$ cat config.mk
export PLATFORM = sky130hd
export DESIGN_NAME = scmc_ctrl
export DESIGN_NICKNAME = d
export VERILOG_FILES = /design/src/scmc_pkg.sv /design/src/scmc_ctrl.sv /design/src/scmc_pulse_div.sv
export SDC_FILE = /design/constraint.sdc
export NUM_CORES = 1
export LEC_CHECK = 0
export ABC_AREA = 0
export BUFFER_PORTS_ARGS = -buffer_cell sky130_fd_sc_hd__buf_2
export CAP_MARGIN = 10
export CORE_UTILIZATION = 52
export CTS_CLUSTER_DIAMETER = 120
export DETAILED_ROUTE_END_ITERATION = 7
export GPL_ROUTABILITY_DRIVEN = 0
export HOLD_SLACK_MARGIN = 0.08
export PLACE_DENSITY = 0.84
export SYNTH_ARGS = -nofsm -noshare
export SYNTH_HDL_FRONTEND = slang
export SYNTH_SLANG_ARGS = --single-unit
$ cat constraint.sdc
create_clock -name clk -period 2.3 [get_ports clk]
set_input_delay 0 -clock clk [delete_from_list [all_inputs] [get_ports clk]]
set_output_delay 0 -clock clk [all_outputs]
set_load 0.01 [all_outputs]
$ cat src/scmc_pkg.sv
// Package: addresses, field positions, reset values and mode codes of the serial channel control
`default_nettype none
package scmc_pkg;
    localparam logic [15:0] SCMC_ADDR_MODE = 16'hFF60;
    localparam logic [15:0] SCMC_ADDR_BUSCTL = 16'hFF61;
    localparam logic [15:0] SCMC_ADDR_PRESC = 16'hFF43;
    localparam logic [7:0] SCMC_RST_MODE = 8'h00;
    localparam logic [7:0] SCMC_RST_BUSCTL = 8'h00;
    localparam logic [7:0] SCMC_RST_PRESC = 8'h88;
    // Mode register fields
    localparam int SCMC_M_EN = 7;
    localparam int SCMC_M_MATCH = 6;
    localparam int SCMC_M_WAKE = 5;
    localparam int SCMC_M_MODE_HI = 4;
    localparam int SCMC_M_MODE_MID = 3;
    localparam int SCMC_M_PIN = 2;
    localparam int SCMC_M_CLK_HI = 1;
    localparam int SCMC_M_CLK_LO = 0;
    // Bus interface control fields
    localparam int SCMC_B_BUSY = 7;
    localparam int SCMC_B_ACKD = 6;
    localparam int SCMC_B_ACKE = 5;
    localparam int SCMC_B_ACKT = 4;
    localparam int SCMC_B_START = 3;
    localparam int SCMC_B_STOPD = 2;
    localparam int SCMC_B_CMDT = 1;
    localparam int SCMC_B_RELT = 0;
    // Writable bits; the rest are hardware flags or self-clearing triggers
    localparam logic [7:0] SCMC_MODE_WMASK = 8'hBF;
    localparam logic [7:0] SCMC_BUSCTL_WMASK = 8'hA0;
    // Clock source codes on the two clock select bits, the two-wire mode code and the I2C timer divide
    localparam logic [1:0] SCMC_CLK_TIMER = 2'h2;
    localparam logic [1:0] SCMC_CLK_PRESC = 2'h3;
    localparam logic [1:0] SCMC_MODE_TWO_WIRE = 2'h3;
    localparam int SCMC_I2C_TIMER_DIV = 16;
    typedef enum logic [1:0] {
        SCMC_SRC_EXT,
        SCMC_SRC_TIMER,
        SCMC_SRC_PRESC
    } scmc_src_t;
endpackage
`default_nettype wire

$ cat src/scmc_ctrl.sv
// Mode, clock and bus control registers of a multi-mode serial channel
//
// Overview of operation
// - Reset clears the mode register to zero, and it takes bit and byte writes.
// - Mode bit 7 stops the channel at 0 and enables it at 1.
// - Mode bit 6 reads 1 when slave address equals shift register data, else 0.
// - The address match flag is held at 0 while the channel is disabled.
// - With wake-up on in I2C mode, only an address match after a start raises one.
// - Mode bits 4:3 pick 3-wire or 2-wire/I2C; bit 2 picks bit order or data pin pair.
// - Clock select 0x takes the pin clock, 10 the timer two output, 11 the prescaler.
// - In I2C mode the timer two clock runs at one sixteenth of the timer output.
// - In 3-wire transmit-only use the serial input pin is released as a port pin.
// - Reset clears the bus interface control register; it takes bit and byte writes.
// - Start detected flag sets on a start, clears on transfer start, stop, disable, reset.
`timescale 1ns/1ps
`default_nettype none
module scmc_ctrl
    import scmc_pkg::*;
(
    input wire logic clk,
    input wire logic rst_n,
    input wire logic [15:0] mem_addr,
    input wire logic mem_byte_wr,
    input wire logic mem_bit_wr,
    input wire logic [2:0] mem_bit_idx,
    input wire logic mem_bit_val,
    input wire logic [7:0] mem_wdata,
    input wire logic mem_rd,
    output logic [7:0] mem_rdata,
    input wire logic [7:0] shift_register,
    input wire logic [7:0] slave_addr,
    input wire logic i2c_protocol,
    input wire logic transmit_only,
    input wire logic transfer_start,
    input wire logic transfer_done,
    input wire logic start_cond_det,
    input wire logic stop_cond_det,
    input wire logic addr_received,
    input wire logic ack_det,
    input wire logic serial_clock_pin,
    input wire logic timer_two_output,
    input wire logic prescaler_tick,
    output logic channel_enable,
    output logic three_wire_mode,
    output logic two_wire_mode,
    output logic i2c_mode,
    output logic pin_or_order_select,
    output logic wakeup_enable,
    output logic serial_in_released,
    output logic serial_clk_tick,
    output logic [7:0] prescaler_select,
    output logic open_drain_busy,
    output logic ack_auto_enable,
    output logic ack_trigger,
    output logic start_trigger,
    output logic release_trigger,
    output logic address_match_flag,
    output logic start_detected_flag,
    output logic interrupt_req
);
    // Register state
    logic [7:0] mode_r, mode_nxt;
    logic [7:0] busctl_r, busctl_nxt;
    logic [7:0] presc_r, presc_nxt;
    logic [7:0] rdata_r, rdata_nxt;
    logic match_r, match_nxt;
    logic startd_r, startd_nxt;
    logic ackd_r, ackd_nxt;
    logic stopd_r, stopd_nxt;
    logic irq_r, irq_nxt;
    logic [2:0] trig_r, trig_nxt;
    // Clock path state
    logic pin_d_r, pin_d_nxt;
    logic tmr_d_r, tmr_d_nxt;
    logic tick_r, tick_nxt;
    scmc_src_t src_r, src_nxt;
    logic tmr_edge, tmr_div16;

    // Decoded write strobes and data
    logic wr_mode, wr_busctl, wr_presc;
    logic [7:0] wval_mode, wval_busctl;
    logic en, in_i2c, two_wire;

    assign wr_mode = (mem_byte_wr || mem_bit_wr) && (mem_addr == SCMC_ADDR_MODE);
    assign wr_busctl = (mem_byte_wr || mem_bit_wr) && (mem_addr == SCMC_ADDR_BUSCTL);
    // Prescaler select is byte wide only
    assign wr_presc = mem_byte_wr && (mem_addr == SCMC_ADDR_PRESC);
    assign en = mode_r[SCMC_M_EN];
    assign two_wire = mode_r[SCMC_M_MODE_HI] && mode_r[SCMC_M_MODE_MID];
    assign in_i2c = two_wire && i2c_protocol;

    // Bit writes merge one bit into the current value
    always_comb begin
        wval_mode = mode_r;
        wval_busctl = busctl_r;
        if (mem_bit_wr) begin
            wval_mode[mem_bit_idx] = mem_bit_val;
            wval_busctl[mem_bit_idx] = mem_bit_val;
        end else begin
            wval_mode = mem_wdata;
            wval_busctl = mem_wdata;
        end
    end

    // Timer output divided by sixteen for I2C use
    assign tmr_edge = timer_two_output && !tmr_d_r;
    scmc_pulse_div #(
        .DIV(SCMC_I2C_TIMER_DIV)
    ) u_tmr_div (
        .clk(clk),
        .rst_n(rst_n),
        .clr(src_r != SCMC_SRC_TIMER),
        .pulse_in(tmr_edge),
        .pulse_out(tmr_div16)
    );

    // Register file, flags, interrupt and clock selection
    always_comb begin
        mode_nxt = mode_r;
        busctl_nxt = busctl_r;
        presc_nxt = presc_r;
        rdata_nxt = rdata_r;
        trig_nxt = 3'h0;
        irq_nxt = 1'b0;
        pin_d_nxt = serial_clock_pin;
        tmr_d_nxt = timer_two_output;
        tick_nxt = 1'b0;
        // Match flag is hardware only; software writes cannot reach it
        if (wr_mode) begin
            mode_nxt = (wval_mode & SCMC_MODE_WMASK) | (mode_r & ~SCMC_MODE_WMASK);
        end
        if (wr_busctl) begin
            busctl_nxt = (wval_busctl & SCMC_BUSCTL_WMASK)
                | (busctl_r & ~SCMC_BUSCTL_WMASK);
            // Trigger bits act once and always read back as zero
            trig_nxt[2] = wval_busctl[SCMC_B_ACKT];
            trig_nxt[1] = wval_busctl[SCMC_B_CMDT];
            trig_nxt[0] = wval_busctl[SCMC_B_RELT];
        end
        if (wr_presc) begin
            presc_nxt = mem_wdata;
        end
        // Comparator result, forced low while stopped
        match_nxt = en && (slave_addr == shift_register);
        // Start flag: set beats the transfer and stop clears, disable forces low
        startd_nxt = startd_r;
        if (transfer_start || stop_cond_det) begin
            startd_nxt = 1'b0;
        end
        if (start_cond_det) begin
            startd_nxt = 1'b1;
        end
        ackd_nxt = ackd_r;
        if (transfer_start) begin
            ackd_nxt = 1'b0;
        end
        if (ack_det) begin
            ackd_nxt = 1'b1;
        end
        stopd_nxt = stopd_r;
        if (transfer_start || (addr_received && !match_r)) begin
            stopd_nxt = 1'b0;
        end
        if (stop_cond_det) begin
            stopd_nxt = 1'b1;
        end
        if (!en) begin
            startd_nxt = 1'b0;
            ackd_nxt = 1'b0;
            stopd_nxt = 1'b0;
            trig_nxt = 3'h0;
        end
        // Interrupt source depends on the wake-up bit
        if (en) begin
            if (!mode_r[SCMC_M_WAKE]) begin
                irq_nxt = transfer_done;
            end else begin
                irq_nxt = in_i2c && addr_received && startd_r && match_r;
            end
        end
        // Clock source; a change of source restarts the divider
        if (mode_r[SCMC_M_CLK_HI:SCMC_M_CLK_LO] == SCMC_CLK_PRESC) begin
            src_nxt = SCMC_SRC_PRESC;
        end else if (mode_r[SCMC_M_CLK_HI:SCMC_M_CLK_LO] == SCMC_CLK_TIMER) begin
            src_nxt = SCMC_SRC_TIMER;
        end else begin
            src_nxt = SCMC_SRC_EXT;
        end
        case (src_r)
            SCMC_SRC_EXT: tick_nxt = serial_clock_pin && !pin_d_r;
            SCMC_SRC_TIMER: tick_nxt = in_i2c ? tmr_div16 : tmr_edge;
            SCMC_SRC_PRESC: tick_nxt = prescaler_tick;
            default: tick_nxt = 1'b0;
        endcase
        if (!en) begin
            tick_nxt = 1'b0;
        end
        // Read data registered; unmapped addresses read zero
        if (mem_rd) begin
            case (mem_addr)
                SCMC_ADDR_MODE: begin
                    rdata_nxt = mode_r;
                    rdata_nxt[SCMC_M_MATCH] = match_r;
                end
                SCMC_ADDR_BUSCTL: begin
                    rdata_nxt = busctl_r;
                    rdata_nxt[SCMC_B_ACKD] = ackd_r;
                    rdata_nxt[SCMC_B_START] = startd_r;
                    rdata_nxt[SCMC_B_STOPD] = stopd_r;
                end
                SCMC_ADDR_PRESC: rdata_nxt = presc_r;
                default: rdata_nxt = 8'h00;
            endcase
        end
    end

    always_ff @(posedge clk or negedge rst_n) begin
        if (!rst_n) begin
            mode_r <= SCMC_RST_MODE;
            busctl_r <= SCMC_RST_BUSCTL;
            presc_r <= SCMC_RST_PRESC;
            rdata_r <= 8'h00;
            match_r <= 1'b0;
            startd_r <= 1'b0;
            ackd_r <= 1'b0;
            stopd_r <= 1'b0;
            irq_r <= 1'b0;
            trig_r <= 3'h0;
            pin_d_r <= 1'b0;
            tmr_d_r <= 1'b0;
            tick_r <= 1'b0;
            src_r <= SCMC_SRC_EXT;
        end else begin
            mode_r <= mode_nxt;
            busctl_r <= busctl_nxt;
            presc_r <= presc_nxt;
            rdata_r <= rdata_nxt;
            match_r <= match_nxt;
            startd_r <= startd_nxt;
            ackd_r <= ackd_nxt;
            stopd_r <= stopd_nxt;
            irq_r <= irq_nxt;
            trig_r <= trig_nxt;
            pin_d_r <= pin_d_nxt;
            tmr_d_r <= tmr_d_nxt;
            tick_r <= tick_nxt;
            src_r <= src_nxt;
        end
    end

    // Decoded control outputs, registered one cycle behind the register
    logic [7:0] ctl_r, ctl_nxt;
    always_comb begin
        ctl_nxt[0] = en;
        ctl_nxt[1] = !mode_r[SCMC_M_MODE_HI];
        ctl_nxt[2] = two_wire && !i2c_protocol;
        ctl_nxt[3] = in_i2c;
        ctl_nxt[4] = mode_r[SCMC_M_PIN];
        ctl_nxt[5] = mode_r[SCMC_M_WAKE];
        // Input pin is free only in 3-wire transmit-only use
        ctl_nxt[6] = !mode_r[SCMC_M_MODE_HI] && transmit_only;
        ctl_nxt[7] = 1'b0;
    end

    always_ff @(posedge clk or negedge rst_n) begin
        if (!rst_n) begin
            ctl_r <= 8'h00;
        end else begin
            ctl_r <= ctl_nxt;
        end
    end

    assign mem_rdata = rdata_r;
    assign channel_enable = ctl_r[0];
    assign three_wire_mode = ctl_r[1];
    assign two_wire_mode = ctl_r[2];
    assign i2c_mode = ctl_r[3];
    assign pin_or_order_select = ctl_r[4];
    assign wakeup_enable = ctl_r[5];
    assign serial_in_released = ctl_r[6];
    assign serial_clk_tick = tick_r;
    assign prescaler_select = presc_r;
    assign open_drain_busy = busctl_r[SCMC_B_BUSY];
    assign ack_auto_enable = busctl_r[SCMC_B_ACKE];
    assign ack_trigger = trig_r[2];
    assign start_trigger = trig_r[1];
    assign release_trigger = trig_r[0];
    assign address_match_flag = match_r;
    assign start_detected_flag = startd_r;
    assign interrupt_req = irq_r;
endmodule // scmc_ctrl
`default_nettype wire

$ cat src/scmc_pulse_div.sv
// Pulse divider: one output pulse for every DIV input pulses
`timescale 1ns/1ps
`default_nettype none
module scmc_pulse_div #(
    parameter int DIV = 16
) (
    input wire logic clk,
    input wire logic rst_n,
    input wire logic clr,
    input wire logic pulse_in,
    output logic pulse_out
);
    localparam int CW = $clog2(DIV);
    localparam logic [CW-1:0] LAST = CW'(DIV - 1);
    logic [CW-1:0] cnt_r, cnt_nxt;
    logic out_r, out_nxt;

    // Count input pulses, restart when the source changes
    always_comb begin
        cnt_nxt = cnt_r;
        out_nxt = 1'b0;
        if (clr) begin
            cnt_nxt = '0;
        end else if (pulse_in) begin
            if (cnt_r == LAST) begin
                cnt_nxt = '0;
                out_nxt = 1'b1;
            end else begin
                cnt_nxt = cnt_r + 1'b1;
            end
        end
    end

    always_ff @(posedge clk or negedge rst_n) begin
        if (!rst_n) begin
            cnt_r <= '0;
            out_r <= 1'b0;
        end else begin
            cnt_r <= cnt_nxt;
            out_r <= out_nxt;
        end
    end

    assign pulse_out = out_r;
endmodule // scmc_pulse_div
`default_nettype wire

==> out/metrics.cfg <==
[placement]
dp_hpwl_um=4135
dp_cells=366
io_buffers=91

[power_and_ir_drop]
comb_power_share=0.111
switchingPower_uw=378.3
p_clk_frac=0.361
static-leakage-power_uw=0.001634
power_frac_seq=0.527
vdd_drop_max_mv=0.2727
p_int_uw=1295
p_per_area_nw_per_um2=515.9
power_switching_share=0.2261

[synthesis]
synth-async-reset-ratio=1.000
post_synth.cell_area_avg_um2=10.50
synth_top_area_share=0.5018
post_synth_instance_area_um2=2394
ys_seq_area_frac=0.5238
synth_top_flop_cell=dfrtp_1
synth_edf_count=0
synth_fp_nets=289
synth_area_leaders=dfrtp_1, mux2_2, nor2b_1
yosys_warnings=0
synth_top_cell_by_area=dfrtp_1
yosysMostFrequentCell=dfrtp_1
synth_commonest_cells=dfrtp_1, nor2_1, inv_1
synthCells=228
ys_ff_latch=50
synth_cell_types=41

[floorplan]
dieArea_um2=4878
rows=24
die_w_um=69.85
ios=92
core_area_um2=4384
initial_core_util=0.5459
die_y_um=69.85

[global_route]
grt_use_total=0.2536
grt_pass1_wl_um=9749
grt_max_degree=38
antenna_found_initial=0
grt_pass1_vias=2157
overflow=0

[final_layout]
nets=405
final_cell_count_no_fill=397
n_antenna_cell=0
areaGrowthSynthToFinish_pct=35.49
drive_above_1_share=0.3478
fill_cells=333

[clock_tree]
cts_tree=done
clk_pin_slew_ns=0.09
cts_max_level=2
cts_buffer_depth=2
cts_root_buf=clkbuf_8
clk_latency_ns=0.30
cts_sinks=50
cts_made_buffers=5

[critical_path]
r2r_setup_slack_ns=0.86
end_kind=register
slowest_stage=or4b_4
reg2reg_depth=4
critPathLaunch=mem_addr[7]
cp_data_required_time_ns=2.49
critPathMaxStageDelay_ns=0.53
worstSetupPathType=input pin to register
timing.rr.end=stopd_r$_DFFE_PN0P_
cp_cell_sequence=buf_2, or4b_4, nor4_4, and3_1, mux2_2
timing.rr.start=address_match_flag$_DFF_PN0_
crit_cells=5
crit_buf_inv=1
crit_family=simple AND/OR/NAND/NOR gates
path_max_fanout=8
arrival_ns=1.72
worst_setup_path_start_kind=input pin
crit_end=prescaler_select[6]$_DFFE_PN0P_

[timing]
tightestPinTransition_ns=0.5430
finalSetupTns_ns=0
hold_violations=0
finalSetupViolCount=0
layout_min_cycle_time_ns=1.533
slew_headroom=0.6372
finalCritPeriodShare=0.6666
rsz0062_at_grt=false
finClkSkew_ns=0.003054
maxSlewViolCount=0
clock.fmax_mhz=652.3

[routing]
drt-initial-drc-count=108
drt-total-wl_um=5778
avgViaCountPerCell=5.474
routed-via-count=2173
post-route-drc-count=0
wire_per_inst_um=14.55
ant_nets=0
first_pass_iters=4

[worst_hold_path]
holdCritPathClass=input pin to async pin

[run_status]
status=finished, final reports clean

[flow_run]
cap_violations=0

metal layers:
layer	up-vias	global-route usage	wire (um)
li1	1049	-	-
met3	7	0.06686	403
met4	0	0.07778	83
met2	77	0.4263	2866
met1	1040	0.3201	2424
met5	-	0	0
cells by family after synthesis:
| kind of cell | synth area share |
|---|---|
| buffers and inverters | 0.03868 |
| xor gates and xnor gates | 0.03293 |
| AOI/OAI and AO/OA | 0.1485 |
| DFF | 0.5238 |
| adders and majority gates | 0.005227 |
| and+or+nand+nor | 0.1783 |
| muxes | 0.07266 |
power by group through the flow:
stage	Sequential [uW]	Combinational [uW]	Clock, uW
after floorplan	900	65.6	0
after global placement	899	153	0
after detailed placement	900	156	0
after CTS	882	186	618
after global routing	883	205	655
final	882	186	605
state kept, by name, indices dropped and copies added, names as in the netlist:
register             count
mem_rdata                8
ctl_r                    7
u_tmr_div.pulse_out      1
busctl_r                 2
interrupt_req            1
address_match_flag       1
pin_d_r                  1
ackd_r                   1
tmr_d_r                  1
prescaler_select         8
start_detected_flag      1
serial_clk_tick          1
trig_r                   3
src_r                    2
u_tmr_div.cnt_r          4
mode_r                   7
stopd_r                  1
cells in the final DEF, fill, tap and decap left out, drive strengths merged, types with 3 or more instances in the layout:
cell type	netlist	layout
buf	3	95
dlygate4sd3	0	23
nand2	12	12
o2bb2ai	4	4
clkbuf	6	5
and2	5	5
nor2b	13	13
mux2	11	11
dfrtp	48	48
nand4	4	4
a21oi	13	13
nor2	15	15
inv	14	14
a22oi	3	3
xnor2	5	5
nand2b	3	3
o22ai	8	8
a31oi	8	8
xor2	4	4
o21ai	4	4
mux2i	5	5
nand3	10	10
nor3b	3	3
per-stage QoR:
stage	hold WS, ns	power [uW]	setup WS [ns]	area, um^2	util
finish	0.1115	1673	0.7669	3243	0.7397
global route	0.1118	1743	0.7272	3243	0.7397
CTS	0.1005	1686	0.7645	3243	0.7397
detailed placement	-0.09858	1056	0.4670	2904	0.6624
global placement	-0.1015	1052	0.5071	2904	0.6624
floorplan	-0.2956	965.8	0.5913	2394	-
worst min path at each step:
stage                  start                   endpoint  slack [ns]  depth (start not counted)
3_5_place_dp           rst_n          tmr_d_r$_DFF_PN0_        -0.1                          1
6_report               rst_n  serial_clk_tick$_DFF_PN0_        0.11                          2
2_1_floorplan          rst_n         ackd_r$_DFFE_PN0P_       -0.30                          0
5_1_grt        addr_received    interrupt_req$_DFF_PN0_        0.11                          4
4_1_cts          mem_bit_val        trig_r[2]$_DFF_PN0_        0.10                          3
3_3_place_gp           rst_n         ctl_r[1]$_DFF_PN0_       -0.10                          1
cell type report:
| cell class | count | area [um^2] | area share |
|---|---|---|---|
| tap | 52 | 65.06 | 0.02006 |
| clock inverter | 3 | 40.04 | 0.01235 |
| clock buffer | 5 | 68.82 | 0.02122 |
| timing repair buffer | 118 | 715.7 | 0.2207 |
| multi-input combinational | 155 | 1047 | 0.3229 |
| inverter | 14 | 52.55 | 0.01620 |
| sequential | 50 | 1254 | 0.3866 |
repair_timing:
item | CTS | global route
gates resized for setup | 0 | 0
hold endpoints to repair | 77 | 0
setup buffers | 0 | 0
hold buffers | 23 | 0
Note: power is estimated with default switching activity, not from simulation.
